### src/logic/cdp_consts.vh
// Constants of the column drive phase control: command codes, field
// positions, reset values, level codes and the scan timing counts.
// Assumes it is included by bare name from the design files.
`ifndef CDP_CONSTS_VH
`define CDP_CONSTS_VH

// Command codes carried in the upper byte of a command word
`define CDP_ADDR_OVERRIDE 8'h1a
`define CDP_ADDR_PH1 8'h1b
`define CDP_ADDR_PH2 8'h1c

// Reset values of the configuration registers
`define CDP_RST_OVERRIDE 8'h00
`define CDP_RST_PH1 8'h0f
`define CDP_RST_PH2 8'h00

// Bit positions in the column output override register
`define CDP_BIT_POST_PWM_FLOAT 0
`define CDP_BIT_LINE_SYNC_FLOAT 1
`define CDP_BIT_ALL_FLOAT 2
`define CDP_BIT_ALL_HIGH 3

// Fields of the setup phase configuration registers
`define CDP_LEN_MSB 5
`define CDP_LEN_LSB 0
`define CDP_LVL_MSB 7
`define CDP_LVL_LSB 6

// Column level codes
`define CDP_LVL_LOW 2'h0
`define CDP_LVL_HIZ 2'h1
`define CDP_LVL_HIGH 2'h2
`define CDP_LVL_CURRENT 2'h3

// Scan phases within one row
`define CDP_PH_ONE 2'h0
`define CDP_PH_TWO 2'h1
`define CDP_PH_DRIVE 2'h2

// Timing counts: drive and sync in system clock cycles, and the number of rows
`define CDP_DRIVE_CYCLES 16
`define CDP_SYNC_CYCLES 1
`define CDP_ROWS 72

`endif

### src/logic/cdp_column_cell.v
// One column's level selection for the current scan phase.
// Assumes phase, configuration and gray data are already registered.
`timescale 1ns/100ps
`include "cdp_consts.vh"

module cdp_column_cell (
  input wire [1:0] i_phase,
  input wire i_all_columns_float,
  input wire i_all_columns_high,
  input wire i_post_pwm_float,
  input wire [1:0] i_phase_one_level,
  input wire [1:0] i_phase_two_level,
  input wire i_gray_zero,
  input wire i_pwm_on,
  output reg [1:0] o_level
);

  // Overrides first, then zero gray, then the selected phase level
  always @* begin
    o_level = `CDP_LVL_LOW;
    if (i_all_columns_float) begin
      o_level = `CDP_LVL_HIZ;
    end else if (i_all_columns_high) begin
      o_level = `CDP_LVL_HIGH;
    end else begin
      case (i_phase)
        `CDP_PH_ONE: begin
          // Dark column held low whatever level is chosen
          if (i_gray_zero) o_level = `CDP_LVL_LOW;
          else o_level = i_phase_one_level;
        end
        `CDP_PH_TWO: begin
          if (i_gray_zero) o_level = `CDP_LVL_LOW;
          else o_level = i_phase_two_level;
        end
        `CDP_PH_DRIVE: begin
          if (i_pwm_on) o_level = `CDP_LVL_CURRENT;
          else if (i_post_pwm_float) o_level = `CDP_LVL_HIZ;
          else o_level = `CDP_LVL_LOW;
        end
        default: begin
          o_level = `CDP_LVL_LOW;
        end
      endcase
    end
  end

endmodule // cdp_column_cell

### src/logic/cdp_phase_ctrl.v
// Column drive phase control: command decode, row scan sequencer,
// per-column level selection and the line-sync output.
// Assumes commands and gray data are synchronous to i_clk_sys.
`timescale 1ns/100ps
`include "cdp_consts.vh"

// How it works
// - After PWM, column low, or float if allowed
// - Line sync low during pulse, or float
// - All-float bit floats every column always
// - All-high bit ties columns to high rail
// - Phase one lasts length field plus one
// - Phase two lasts length field plus one
// - Phase one level from its two-bit field
// - Phase two level from its two-bit field
// - Phase levels only when overrides are clear
// - Zero gray forces low in phase one
// - Zero gray forces low in phase two
module cdp_phase_ctrl #(
  parameter NCOL = 8,
  parameter GW = 4,
  parameter DRV_W = 8,
  parameter DRIVE_CYCLES = `CDP_DRIVE_CYCLES,
  parameter ROWS = `CDP_ROWS
) (
  input wire i_clk_sys,
  input wire i_rst,
  input wire i_cmd_valid,
  input wire [15:0] i_cmd_word,
  input wire [GW*NCOL-1:0] i_gray_data,
  output reg [2*NCOL-1:0] o_col_level,
  output reg [1:0] o_phase,
  output reg o_row_start,
  output reg [6:0] o_row_index,
  output reg o_line_sync_out,
  output reg o_line_sync_oe
);

  // ----------------------------------------------------------------
  // Helpers
  // ----------------------------------------------------------------

  // True when a phase counter has reached the length field value
  function phase_done;
    input [5:0] cnt;
    input [5:0] len;
    begin
      phase_done = (cnt >= len);
    end
  endfunction

  // ----------------------------------------------------------------
  // Configuration registers
  // ----------------------------------------------------------------

  reg [7:0] column_output_override; // Global override and float bits
  reg [7:0] setup_phase_one_config; // Phase one level and length
  reg [7:0] setup_phase_two_config; // Phase two level and length

  wire post_pwm_float;
  wire line_sync_float;
  wire all_columns_float;
  wire all_columns_high;
  wire overrides_clear;
  wire [5:0] phase_one_length;
  wire [5:0] phase_two_length;
  wire [1:0] phase_one_level;
  wire [1:0] phase_two_level;

  assign post_pwm_float = column_output_override[`CDP_BIT_POST_PWM_FLOAT];
  assign line_sync_float = column_output_override[`CDP_BIT_LINE_SYNC_FLOAT];
  assign all_columns_float = column_output_override[`CDP_BIT_ALL_FLOAT];
  assign all_columns_high = column_output_override[`CDP_BIT_ALL_HIGH];
  assign overrides_clear = ~all_columns_float & ~all_columns_high;
  assign phase_one_length =
    setup_phase_one_config[`CDP_LEN_MSB:`CDP_LEN_LSB];
  assign phase_two_length =
    setup_phase_two_config[`CDP_LEN_MSB:`CDP_LEN_LSB];
  assign phase_one_level =
    setup_phase_one_config[`CDP_LVL_MSB:`CDP_LVL_LSB];
  assign phase_two_level =
    setup_phase_two_config[`CDP_LVL_MSB:`CDP_LVL_LSB];

  // Command decode: only the addressed register takes the data byte
  always @(posedge i_clk_sys or posedge i_rst) begin
    if (i_rst) begin
      column_output_override <= `CDP_RST_OVERRIDE;
      setup_phase_one_config <= `CDP_RST_PH1;
      setup_phase_two_config <= `CDP_RST_PH2;
    end else if (i_cmd_valid) begin
      case (i_cmd_word[15:8])
        `CDP_ADDR_OVERRIDE: begin
          column_output_override <= i_cmd_word[7:0];
        end
        `CDP_ADDR_PH1: begin
          setup_phase_one_config <= i_cmd_word[7:0];
        end
        `CDP_ADDR_PH2: begin
          setup_phase_two_config <= i_cmd_word[7:0];
        end
        default: begin
          // Other command codes belong to other blocks
        end
      endcase
    end
  end

  // ----------------------------------------------------------------
  // Row scan sequencer
  // ----------------------------------------------------------------

  localparam [DRV_W-1:0] DRV_LAST = DRIVE_CYCLES - 1;
  localparam [6:0] ROW_LAST = ROWS - 1;
  localparam [5:0] SYNC_LAST = `CDP_SYNC_CYCLES - 1;

  reg [1:0] phase; // Current phase of the row
  reg [5:0] set_cnt; // Cycle count within a setup phase
  reg [DRV_W-1:0] drv_cnt; // Cycle count within the drive period
  reg [6:0] row; // Row being scanned
  reg [GW*NCOL-1:0] gray_row; // Gray data held for the row
  reg [1:0] next_phase;
  reg row_end;

  // Phase advance: lengths are field plus one cycles
  always @* begin
    next_phase = phase;
    row_end = 1'b0;
    case (phase)
      `CDP_PH_ONE: begin
        if (phase_done(set_cnt, phase_one_length))
          next_phase = `CDP_PH_TWO;
      end
      `CDP_PH_TWO: begin
        if (phase_done(set_cnt, phase_two_length))
          next_phase = `CDP_PH_DRIVE;
      end
      `CDP_PH_DRIVE: begin
        if (drv_cnt >= DRV_LAST) begin
          next_phase = `CDP_PH_ONE;
          row_end = 1'b1;
        end
      end
      default: begin
        next_phase = `CDP_PH_ONE;
      end
    endcase
  end

  // Counters, row index and gray capture at each row start
  always @(posedge i_clk_sys or posedge i_rst) begin
    if (i_rst) begin
      phase <= `CDP_PH_ONE;
      set_cnt <= 6'h00;
      drv_cnt <= {DRV_W{1'b0}};
      row <= 7'h00;
      gray_row <= {GW*NCOL{1'b0}};
    end else begin
      phase <= next_phase;
      // Counters restart whenever the phase changes
      if (next_phase != phase) begin
        set_cnt <= 6'h00;
        drv_cnt <= {DRV_W{1'b0}};
      end else if (phase == `CDP_PH_DRIVE) begin
        drv_cnt <= drv_cnt + 1'b1;
      end else begin
        set_cnt <= set_cnt + 1'b1;
      end
      if (row_end) begin
        // Scanning carries on whatever the overrides say
        if (row >= ROW_LAST) row <= 7'h00;
        else row <= row + 1'b1;
        gray_row <= i_gray_data;
      end
    end
  end

  // ----------------------------------------------------------------
  // Column level selection
  // ----------------------------------------------------------------

  wire [2*NCOL-1:0] next_col_level;

  genvar gi;
  generate
    for (gi = 0; gi < NCOL; gi = gi + 1) begin : g_col
      wire [GW-1:0] gray;
      wire pwm_on;
      assign gray = gray_row[gi*GW +: GW];
      // PWM current flows while the drive count is below the gray value,
      // so a zero gray value never sources current
      assign pwm_on = ({{GW{1'b0}}, drv_cnt} < {{DRV_W{1'b0}}, gray});
      cdp_column_cell u_cell (
        .i_phase(phase),
        .i_all_columns_float(all_columns_float),
        .i_all_columns_high(all_columns_high),
        .i_post_pwm_float(post_pwm_float),
        .i_phase_one_level(phase_one_level),
        .i_phase_two_level(phase_two_level),
        .i_gray_zero(gray == {GW{1'b0}}),
        .i_pwm_on(pwm_on),
        .o_level(next_col_level[gi*2 +: 2])
      );
    end
  endgenerate

  // ----------------------------------------------------------------
  // Registered outputs
  // ----------------------------------------------------------------

  wire sync_active;
  assign sync_active = (phase == `CDP_PH_ONE) && (set_cnt <= SYNC_LAST);

  // Column levels, phase, row marker and the line-sync pin
  always @(posedge i_clk_sys or posedge i_rst) begin
    if (i_rst) begin
      o_col_level <= {2*NCOL{1'b0}};
      o_phase <= `CDP_PH_ONE;
      o_row_start <= 1'b0;
      o_row_index <= 7'h00;
      o_line_sync_out <= 1'b1;
      o_line_sync_oe <= 1'b1;
    end else begin
      o_col_level <= next_col_level;
      o_phase <= phase;
      o_row_start <= (phase == `CDP_PH_ONE) && (set_cnt == 6'h00);
      o_row_index <= row;
      if (sync_active) begin
        // Pulse: low rail, or released when floating is allowed
        o_line_sync_out <= 1'b0;
        o_line_sync_oe <= ~(line_sync_float & overrides_clear);
      end else begin
        // Outside the pulse the output idles high and driven
        o_line_sync_out <= 1'b1;
        o_line_sync_oe <= 1'b1;
      end
    end
  end

endmodule // cdp_phase_ctrl

### config.mk
export PLATFORM = sky130hd
export DESIGN_NAME = cdp_phase_ctrl
export DESIGN_NICKNAME = d
export VERILOG_FILES = /design/src/logic/cdp_column_cell.v /design/src/logic/cdp_phase_ctrl.v
export VERILOG_INCLUDE_DIRS = /design/src /design/src/logic
export SDC_FILE = /design/constraint.sdc
export NUM_CORES = 1
export LEC_CHECK = 0
export BUFFER_PORTS_ARGS = -buffer_cell sky130_fd_sc_hd__buf_4
export CAP_MARGIN = 30
export CORE_MARGIN = 4
export CORE_UTILIZATION = 57
export CTS_CLUSTER_DIAMETER = 150
export DETAILED_ROUTE_END_ITERATION = 10
export PLACE_DENSITY = 0.83
export REMOVE_ABC_BUFFERS = 1
export SETUP_SLACK_MARGIN = 0.4
export SLEW_MARGIN = 20
export SYNTH_ARGS = -nofsm -noshare
export SYNTH_HDL_FRONTEND = slang
export SYNTH_SLANG_ARGS = --single-unit
### constraint.sdc
create_clock -name i_clk_sys -period 3.44 [get_ports i_clk_sys]
set_input_delay 0.172 -clock i_clk_sys [delete_from_list [all_inputs] [get_ports i_clk_sys]]
set_output_delay 0.172 -clock i_clk_sys [all_outputs]
set_load 0.03 [all_outputs]
==> results of run 1 <==
==> flip-flops by register name (all words and copies together) (netlist names) <==
name                    cells
gray_row                   32
o_col_level                16
drv_cnt                     8
setup_phase_one_config      8
setup_phase_two_config      8
o_row_index                 7
row                         7
set_cnt                     6
column_output_override      4
o_phase                     2
phase                       2
o_line_sync_oe              1
o_line_sync_out             1
o_row_start                 1
==> layout make-up <==
type	instances	area [um2]
clock buffer	10	138
clock inverter	6	67.6
fill	620	2680
inverter	45	171
multi-input combinational	307	2250
sequential	103	2580
tap	108	135
timing repair buffer	89	688
==> power groups by stage <==
stage          registers, mW  clock network (mW)  logic [mW]
6_report                1.52               0.781        1.05
5_1_grt                 1.54               0.843        1.14
4_1_cts                 1.52               0.791        1.05
3_5_place_dp            1.54                   0        1.04
3_3_place_gp            1.53                   0        1.01
2_1_floorplan           1.72                   0       0.462
==> worst min-delay path, delay by kind of cell <==
| kind | cells | cell delay (ps) |
|---|---|---|
| AO/OA/AOI/OAI | 1 | 60 |
| AND/OR/NAND/NOR | 1 | 40 |
| buffers and inverters | 1 | 80 |
==> placed cells by master (no fill, tap or decap), types with 2 or more instances in the layout <==
cell,instances
ha_1,40
o31ai_1,5
nor2_1,7
inv_1,44
a31oi_1,9
nor3b_1,2
xor2_1,6
xnor2_1,2
nand2b_1,13
mux2_2,20
o2bb2ai_1,2
o21ai_1,22
inv_6,2
a21o_1,2
a21oi_1,31
nand3_1,5
nor3_1,10
and3_1,3
nor4bb_1,2
nand2_1,45
a211oi_1,8
nand4_1,5
clkinvlp_4,2
buf_4,81
mux2_4,8
o21ai_0,24
o211ai_1,2
dfstp_2,6
dfrtp_1,97
or4_1,8
clkbuf_8,10
mux2i_1,3
dlygate4sd3_1,8
o22ai_1,3
==> cells in the mapped netlist (all sizes together) (6+ instances only) <==
cell type / n / area, um2
inv: 45 / 169
nor3: 11 / 66.3
or4: 9 / 71.3
o21ai: 46 / 230
dfrtp: 97 / 2430
ha: 40 / 500
dfstp: 6 / 158
a21oi: 31 / 155
clkbuf: 8 / 30.0
nand2b: 13 / 81.3
xor2: 6 / 52.6
nor2: 7 / 26.3
mux2: 28 / 345
a211oi: 8 / 60.1
nand2: 45 / 169
buf: 7 / 72.6
a31oi: 9 / 56.3
==> per-layer routing <==
metal | routed length (um) | part of all wire, %
met5 | 0 | 0
met4 | 221 | 2.0
met3 | 380 | 3.4
met2 | 5980 | 54
met1 | 4570 | 41
==> cells by family (layout without fill, tap and decap cells) <==
| kind of cell | Yosys count | after routing | synth area share [%] |
|---|---|---|---|
| and+or+nand+nor | 109 | 109 | 11.7 |
| muxes | 31 | 31 | 7.35 |
| adders and majority gates | 40 | 40 | 9.79 |
| AOI/OAI and AO/OA | 119 | 119 | 13.9 |
| DFF | 103 | 103 | 50.6 |
| buffers and inverters | 60 | 150 | 5.31 |
| xor gates and xnor gates | 8 | 8 | 1.37 |
==> path summary, 6_finish.rpt <==
check                                            end  cells after the start
min reg2reg                           o_line_sync_oe                      1
min in group asynchronous  setup_phase_two_config[4]                      3
max                                           row[2]                      5
max reg2reg                                   row[2]                      5
min                                      gray_row[1]                      3
max in group asynchronous                     row[1]                      4
==> results.json, run 1 <==
{
  "outcome": "complete, no violations",
  "rrSetupSlack_ps": 1100,
  "num_rows": 34,
  "die_area_um2": 10500,
  "die_y_um": 103,
  "routedWlPerCell_um": 16.7,
  "slew_violations": 0,
  "die_x_um": 103,
  "fin_util_pct": 69.2,
  "track_usage_pct": 22.9,
  "num_io_pins": 79,
  "drive_gt1_share_pct": 24.8,
  "dp_cells": 644,
  "maxCapViolations": 0,
  "grt_max_degree": 69,
  "placed_area_um2": 5750,
  "fin_setup_tns_ps": 0,
  "ys_seq_area_share_pct": 50.6,
  "rsz0062_at_grt": "false",
  "cts_made_buffers": 9,
  "critical_path_class": "reg -> reg",
  "ant_nets": 0,
  "clock_latency_ps": 370,
  "dp_slack_ps": 1150,
  "p_int_mw": 2.15,
  "p_comb_share_pct": 31.3,
  "cp_max_fo": 68,
  "htreeDepth": 3,
  "setup_ws_ps": 1100,
  "crit_buf_inv": 0,
  "async_flop_share_pct": 100,
  "totalPowerFinal_mw": 3.35,
  "drt_iter0_drc": 165,
  "switching_share_pct": 35.8,
  "syn_to_final_growth_pct": 18.2,
  "setup_violations": 0,
  "clk_pin_slew_ps": 90,
  "clkSinkCount": 103,
  "fin_area_um2": 6040,
  "busiest_layer": "met2",
  "min_period_ps": 2340,
  "grt_use_met1_pct": 28.2,
  "critPathSlowestCell": "o21a_4",
  "cpPeakStageDelay_ps": 650,
  "finalWirelength_um": 11100,
  "vias_per_cell": 5.77,
  "cp.required_ps": 3700,
  "p_per_area_nw_per_um2": 555,
  "first_pass_iters": 4,
  "critPathLaunch": "drv_cnt[1]",
  "clkPwrFrac_pct": 23.3,
  "ys_ff_latch": 103,
  "numPortBuffers": 78,
  "slew_headroom_pct": 49.3,
  "grt_pass1_wl_um": 18800,
  "globalplace.congestion": 0.855,
  "tightest_slew_ps": 761,
  "pwr-share-seq_pct": 45.4,
  "finClkSkew_ps": 8.78,
  "crit_family": "compound AO/OA/AOI/OAI gates",
  "finalHoldViolCount": 0,
  "drc": 0,
  "start_util_pct": 58.6,
  "p_sw_mw": 1.20,
  "syn-instance-count": 470,
  "coreArea_um2": 8720,
  "cts-resized-gates": 0,
  "vdd_ir_drop_max_v": 0.000283,
  "synth.avg_cell_area_um2": 10.9,
  "cts_root_buf": "clkbuf_8",
  "use_met3_pct": 4.06,
  "ys.flop_type": "dfrtp_1",
  "max_freq_mhz": 427,
  "start_kind": "register",
  "synth_area_um2": 5110,
  "cts_setup_buffers": 0,
  "hold_buffers": 7,
  "layout.nets": 646,
  "min_from": "i_gray_data[1]",
  "hold_slack_ps": 9.57,
  "worstSetupEndpointType": "register",
  "hold_path.class": "in -> reg",
  "synth_edf_count": 0,
  "path_cells": "ha_1 -> and3_1 -> o21a_4 -> o21ai_0 -> o2bb2ai_1",
  "timing.final.crit_share_pct": 68.1,
  "instances_no_fill": 668,
  "dp.final_hpwl_um": 8030,
  "grt_use_met2_pct": 39.9,
  "cts_tree": "done",
  "clk_path_buf_depth": 2,
  "synthDistinctLibCells": 52,
  "via_count": 3852,
  "grt_pass1_vias": 3972,
  "yosys_warnings": 0,
  "antenna_found_initial": 0,
  "p_leak_nw": 2.95,
  "n_antenna_cell": 0,
  "grt_remaining_overflow": 0,
  "worstReg2RegStart": "drv_cnt[1]",
  "cp_data_arrival_time_ps": 2610
}
Power figures use the tool's default switching activity.
==> run 2, diff against run 1 <==
--- a/config.mk
+++ b/config.mk
@@ -6,13 +6,14 @@
 export SDC_FILE = /design/constraint.sdc
 export NUM_CORES = 1
 export LEC_CHECK = 0
+export ABC_AREA = 1
 export BUFFER_PORTS_ARGS = -buffer_cell sky130_fd_sc_hd__buf_4
 export CAP_MARGIN = 30
 export CORE_MARGIN = 4
-export CORE_UTILIZATION = 57
+export CORE_UTILIZATION = 52
 export CTS_CLUSTER_DIAMETER = 150
 export DETAILED_ROUTE_END_ITERATION = 10
-export PLACE_DENSITY = 0.83
+export PLACE_DENSITY = 0.8
 export REMOVE_ABC_BUFFERS = 1
 export SETUP_SLACK_MARGIN = 0.4
 export SLEW_MARGIN = 20
==> constraint.sdc (replaced) <==
create_clock -name i_clk_sys -period 2.1 [get_ports i_clk_sys]
set_input_delay 0.105 -clock i_clk_sys [delete_from_list [all_inputs] [get_ports i_clk_sys]]
set_output_delay 0.105 -clock i_clk_sys [all_outputs]
set_load 0.03 [all_outputs]
==> run 2 against run 1 <==
Net effect: sequential share of layout area down 4.6 points; clock skew is essentially flat; combinational power grew 100%; area after synthesis is 2.2% higher; critical path depth grew 4; clock power grew 79%; wire length is 16% higher; global-route usage fell by 0.89 points; largest cell class unchanged; largest power group unchanged.
==> results.json, run 2 <==
{
  "outcome": "complete, no violations",
  "largest_reg_flops": 32,
  "via_count": 4599,
  "slew_violations": 0,
  "vias_per_cell": 5.27,
  "cpPeakStageDelay_ps": 410,
  "yosys_warnings": 0,
  "cts_made_buffers": 9,
  "dp.final_hpwl_um": 8470,
  "synth_most_common_cell": "nand2_1",
  "synthTopCellsByArea": "dfrtp_1 (46%), nand2_1 (12%), ha_1 (9.6%)",
  "max_freq_mhz": 567,
  "die_area_um2": 11700,
  "fin_area_um2": 6770,
  "drive_gt1_share_pct": 22.9,
  "final_cell_mix": "nand2_1 (155), inv_1 (96), dfrtp_1 (92)",
  "start_util_pct": 53.4,
  "synth_area_um2": 5220,
  "htreeDepth": 3,
  "cp_data_arrival_time_ps": 2070,
  "syn_to_final_growth_pct": 29.7,
  "setup_ws_ps": 336,
  "die_x_um": 108,
  "path_cells": "inv_2 -> ha_4 -> inv_1 -> a21boi_0 -> o21ai_1 -> nand3_2 -> nand2_4 -> nand3_4 -> nor2_2",
  "min_period_ps": 1760,
  "yosys.area.top_type": "dfrtp_1",
  "final_common_cell": "nand2_1",
  "grt_max_degree": 65,
  "start_kind": "register",
  "syn-instance-count": 608,
  "layout.nets": 825,
  "pwr-share-seq_pct": 40.4,
  "track_usage_pct": 22.0,
  "cp_max_fo": 7,
  "clock_latency_ps": 370,
  "slew_headroom_pct": 60.1,
  "cts_tree": "done",
  "ant_nets": 0,
  "ys_seq_area_share_pct": 49.5,
  "setup_violations": 0,
  "tightest_slew_ps": 599,
  "largest-register": "gray_row",
  "synth_edf_count": 0,
  "vdd_ir_drop_max_v": 0.000542,
  "critPathSlowestCell": "dfrtp_1",
  "routedWlPerCell_um": 14.8,
  "maxCapViolations": 0,
  "p_comb_share_pct": 35.9,
  "n_antenna_cell": 0,
  "numPortBuffers": 78,
  "clkPwrFrac_pct": 23.7,
  "placed_area_um2": 5990,
  "clkSinkCount": 103,
  "p_int_mw": 3.68,
  "rsz0062_at_grt": "true",
  "ys.flop_type": "dfrtp_1",
  "p_leak_nw": 3.65,
  "finalWirelength_um": 12900,
  "timing.final.crit_share_pct": 84.0,
  "switching_share_pct": 37.6,
  "cp.required_ps": 2400,
  "synth.avg_cell_area_um2": 8.59,
  "async_flop_share_pct": 100,
  "clk_pin_slew_ps": 100,
  "finalHoldViolCount": 0,
  "die_y_um": 108,
  "drc": 0,
  "num_rows": 36,
  "critical_path_class": "reg -> reg",
  "p_sw_mw": 2.22,
  "grt_pass1_vias": 4476,
  "hold_slack_ps": 8.22,
  "hold_path.class": "in -> reg",
  "cts_root_buf": "clkbuf_8",
  "synth_top_area_share_pct": 46.5,
  "synth_commonest_cells": "nand2_1 (163), inv_1 (100), dfrtp_1 (97), ha_1 (40), nand3_1 (38)",
  "drt_iter0_drc": 277,
  "globalplace.congestion": 0.848,
  "first_pass_iters": 5,
  "clk_path_buf_depth": 2,
  "antenna_found_initial": 0,
  "coreArea_um2": 9770,
  "grt_pass1_wl_um": 20500,
  "ys_ff_latch": 103,
  "reg.largest.list": "gray_row: 32 flops, o_col_level: 16 flops",
  "dp_slack_ps": 283,
  "finClkSkew_ps": 9.01,
  "worstSetupEndpointType": "register",
  "num_io_pins": 79,
  "p_per_area_nw_per_um2": 871,
  "grt_remaining_overflow": 0,
  "synthDistinctLibCells": 33
}
run 2: cell types whose count changed after synthesis, moves of 19 or more:
cell,previous run,this run
a21oi_1,31,12
nand3_1,5,38
nand2_1,45,163
inv_1,45,100
mux2_2,20,0
run 2: per-layer routing:
layer	share of wire [%]	GRT usage [%]
met1	41	28.2
met2	52	36.8
met3	4.2	4.18
met4	2.7	8.66
met5	0	0
run 2: final timing paths:
| kind | cells past startpoint | endpoint | startpoint | slack [ps] |
|---|---|---|---|---|
| max | 9 | drv_cnt[7] | set_cnt[0] | 340 |
| min | 3 | setup_phase_two_config[4] | i_cmd_word[4] | 8 |
| max reg2reg | 9 | drv_cnt[7] | set_cnt[0] | 340 |
| min reg2reg | 0 | o_phase[0] | phase[0] | 440 |
| max in group asynchronous | 4 | setup_phase_one_config[1] | i_rst | 1050 |
| min in group asynchronous | 3 | row[2] | i_rst | 370 |
run 2: logic make-up (layout without fill, tap and decap cells):
logic type | after synthesis | after routing | synth area share (%)
DFF | 103 | 103 | 49.5
adders and majority gates | 40 | 40 | 9.58
xor gates and xnor gates | 6 | 6 | 1.01
AOI/OAI and AO/OA | 81 | 81 | 8.43
buffers and inverters | 117 | 248 | 9.01
and+or+nand+nor | 261 | 261 | 22.5
run 2: area by class of cell:
class / instances / area [um2]
fillers: 724 / 3000
flip-flops and latches: 103 / 2590
multi-input cells: 388 / 2300
repair buffers: 128 / 1090
inverters: 104 / 393
well taps: 133 / 166
clock buffers: 9 / 124
clock inverters: 7 / 104
run 2: power by group through the flow:
stage	logic [mW]	registers (mW)	clock network, mW
2_1_floorplan	0.815	2.75	0
3_3_place_gp	1.79	2.40	0
3_5_place_dp	1.84	2.41	0
4_1_cts	1.99	2.38	1.41
5_1_grt	2.33	2.41	1.52
6_report	2.12	2.38	1.40
run 2: repair_timing:
item | CTS | global route
endpoints found under the setup margin | 31 | 57
buffers inserted | 0 | 5
hold endpoints to repair | 77 | 0
cloned | 0 | 1
hold buffers | 35 | 0
resized for setup | 13 | 26
pin swaps | 6 | 18
run 2: per-stage QoR:
stage | instances | TNS (ps) | util [%] | power [mW]
after floorplan | 595 | -67790 | - | 3.57
after global placement | 815 | 0 | 61.3 | 4.19
after detailed placement | 815 | 0 | 61.3 | 4.25
after CTS | 866 | 0 | 67.7 | 5.78
after global routing | 872 | 0 | 69.3 | 6.25
final | 872 | 0 | 69.3 | 5.90
run 2: critical path: cells and delay by family (launching register included):
family | cells | cell delay [ps]
AND/OR/NAND/NOR | 4 | 560
flip-flops | 1 | 410
AO/OA/AOI/OAI | 2 | 320
adder cells (fa/ha/maj) | 1 | 210
buffers and inverters | 2 | 190
==> run 3, diff against run 2 <==
--- a/config.mk
+++ b/config.mk
@@ -10,10 +10,10 @@
 export BUFFER_PORTS_ARGS = -buffer_cell sky130_fd_sc_hd__buf_4
 export CAP_MARGIN = 30
 export CORE_MARGIN = 4
-export CORE_UTILIZATION = 52
+export CORE_UTILIZATION = 57
 export CTS_CLUSTER_DIAMETER = 150
 export DETAILED_ROUTE_END_ITERATION = 10
-export PLACE_DENSITY = 0.8
+export PLACE_DENSITY = 0.83
 export REMOVE_ABC_BUFFERS = 1
 export SETUP_SLACK_MARGIN = 0.4
 export SLEW_MARGIN = 20
==> constraint.sdc (replaced) <==
create_clock -name i_clk_sys -period 1.76 [get_ports i_clk_sys]
set_input_delay 0.088 -clock i_clk_sys [delete_from_list [all_inputs] [get_ports i_clk_sys]]
set_output_delay 0.088 -clock i_clk_sys [all_outputs]
set_load 0.03 [all_outputs]
==> run 3 against run 2 <==
Net effect: the run now ends with setup timing left; clock power is 21% higher; largest power group is now combinational logic; fmax is 7.6% lower; die area is 8.1% lower; combinational power is 61% higher; clock-buffer cell count is 1 higher; core utilization is 19 points higher.
==> results.json, run 3 (synthesis gave the netlist of run 2 again) <==
{
  "cp_data_arrival_time_ps": 2160,
  "n_antenna_cell": 0,
  "critPathSlowestCell": "dfrtp_1",
  "tightest_slew_ps": 609,
  "r2r_end": "o_col_level[6]",
  "violations": "setup timing",
  "critical_path_class": "reg -> reg",
  "track_usage_pct": 28.2,
  "clkSinkCount": 103,
  "p_comb_share_pct": 42.8,
  "numPortBuffers": 78,
  "largest_reg_flops": 32,
  "p_int_mw": 4.68,
  "cp_max_fo": 5,
  "reg2regPathDepth": 9,
  "maxCapViolations": 0,
  "finalWirelength_um": 20400,
  "ant_nets": 0,
  "clk_pin_slew_ps": 100,
  "drive_gt1_share_pct": 39.2,
  "vdd_ir_drop_max_v": 0.000836,
  "switching_share_pct": 41.4,
  "clock_latency_ps": 380,
  "p_sw_mw": 3.30,
  "grt_max_degree": 61,
  "slew_headroom_pct": 59.2,
  "final_cell_mix": "nand2_1 (117), buf_4 (102), dfrtp_1 (97)",
  "cts_made_buffers": 9,
  "cpPeakStageDelay_ps": 470,
  "clkPwrFrac_pct": 21.2,
  "path_cells": "buf_6 -> ha_1 -> o21ai_0 -> nand2_1 -> nand3_1 -> nand2_1 -> nand2_1 -> nand2_1 -> nand2_1",
  "die_y_um": 104,
  "min_period_ps": 1910,
  "globalplace.congestion": 0.922,
  "drt_iter0_drc": 564,
  "crit_top_cell": "nand2_1",
  "slew_violations": 0,
  "start_util_pct": 59.3,
  "max_freq_mhz": 524,
  "largest-register": "gray_row",
  "grt_remaining_overflow": 0,
  "critPathLaunch": "drv_cnt[1]",
  "layout.nets": 861,
  "antenna_found_initial": 0,
  "cts_tree": "done",
  "clk_path_buf_depth": 2,
  "drc": 0,
  "grt_pass1_wl_um": 24600,
  "vias_per_cell": 6.29,
  "hold_path.class": "in -> reg",
  "rsz0062_at_grt": "true",
  "totalPowerFinal_mw": 7.98,
  "setup_violations": 16,
  "die_area_um2": 10800,
  "setup_ws_ps": -150,
  "num_io_pins": 79,
  "finClkSkew_ps": 13.1,
  "p_leak_nw": 4.06,
  "num_rows": 34,
  "fill_cells": 314,
  "syn_to_final_growth_pct": 49.7,
  "finalHoldViolCount": 0,
  "worstSetupEndpointType": "register",
  "pwr-share-seq_pct": 36.0,
  "fin_setup_tns_ps": -1090,
  "via_count": 5555,
  "worstReg2RegStart": "drv_cnt[1]",
  "start_kind": "register",
  "rrSetupSlack_ps": -150,
  "die_x_um": 104,
  "cts_root_buf": "clkbuf_8",
  "dp.final_hpwl_um": 8490,
  "cp.required_ps": 2010,
  "reg.largest.list": "gray_row: 32 flops, o_col_level: 16 flops",
  "final_common_cell": "nand2_1",
  "grt_pass1_vias": 5092,
  "htreeDepth": 3,
  "crit_end": "o_col_level[6]",
  "timing.final.crit_share_pct": 109,
  "p_per_area_nw_per_um2": 1020,
  "coreArea_um2": 8810,
  "first_pass_iters": 7,
  "routedWlPerCell_um": 23.1,
  "outcome": "finished with violations"
}
## run 3: cell count changes in the layout (fill, tap and decap cells not counted), moves of 7 or more
cell     before  now
nor3_1       11    4
nand2_1     155  117
nand2_2       8   30
nand2_4       3   17
buf_6         0   12
ha_1         36   18
buf_4        90  102
ha_4          4   18
nand3_2       2   14
nand3_1      36   20
o21ai_2       7   30
o21ai_0      28    7
## run 3: per-stage QoR
| step | area, um2 | std cells | setup WS [ps] | hold WS [ps] | utilization, % |
|---|---|---|---|---|---|
| 2_1_floorplan | 5140 | 595 | -1020 | 209 | - |
| 3_3_place_gp | 6030 | 800 | -15.6 | 30.4 | 68.5 |
| 3_5_place_dp | 6030 | 800 | -59.6 | 34.0 | 68.5 |
| 4_1_cts | 7060 | 867 | 100 | 8.64 | 80.2 |
| 5_1_grt | 7820 | 883 | -186 | 27.5 | 88.8 |
| 6_report | 7820 | 883 | -150 | 41.5 | 88.8 |
## run 3: how the worst min path moves through the flow
stage / from / to / slack [ps] / depth (start not counted)
floorplan: i_gray_data[0] / gray_row[0] / 210 / 2
global placement: i_rst / o_row_start / 30 / 2
detailed placement: i_rst / o_row_start / 30 / 2
CTS: i_cmd_word[3] / setup_phase_two_config[3] / 9 / 3
global route: i_cmd_word[3] / setup_phase_one_config[3] / 30 / 3
finish: i_cmd_word[3] / setup_phase_one_config[3] / 40 / 3
## run 3: power groups by stage
| stage | Clock, mW | Sequential [mW] | Combinational [mW] |
|---|---|---|---|
| 2_1_floorplan | 0 | 3.28 | 0.972 |
| 3_3_place_gp | 0 | 2.86 | 2.18 |
| 3_5_place_dp | 0 | 2.87 | 2.24 |
| 4_1_cts | 1.67 | 2.83 | 2.59 |
| 5_1_grt | 1.79 | 2.89 | 3.55 |
| 6_report | 1.69 | 2.87 | 3.41 |
## run 3: worst max-delay path, delay by kind of cell (launching register included)
kind | cells | cell delay [ps]
compound gates | 1 | 200
fa+ha+maj | 1 | 330
buf+inv | 1 | 200
flops | 1 | 470
simple gates | 6 | 590
## run 3: area by class of cell
cell class | instances | area (um2) | area share (%)
clock buffer | 10 | 128 | 1.63
inverter | 104 | 405 | 5.18
sequential | 103 | 2580 | 33.1
tap | 108 | 135 | 1.73
clock inverter | 6 | 92.6 | 1.18
timing repair buffer | 162 | 1500 | 19.2
timing repair inverter | 2 | 20.0 | 0.256
multi-input combinational | 388 | 2950 | 37.8
## run 3: per-layer routing
layer	up-vias	track usage, %	routed length (um)
met4	0	9.31	1840
li1	2284	-	-
met2	491	49.7	9530
met5	-	0	0
met1	2592	34.7	7030
met3	188	5.85	1980
## run 3: repair_timing
item	CTS	global route
endpoints found under the setup margin	72	73
hold buffers	38	0
gates cloned	4	4
resized for setup	71	147
endpoints found under the hold margin	112	0
pin swaps	44	36
setup buffers	9	12
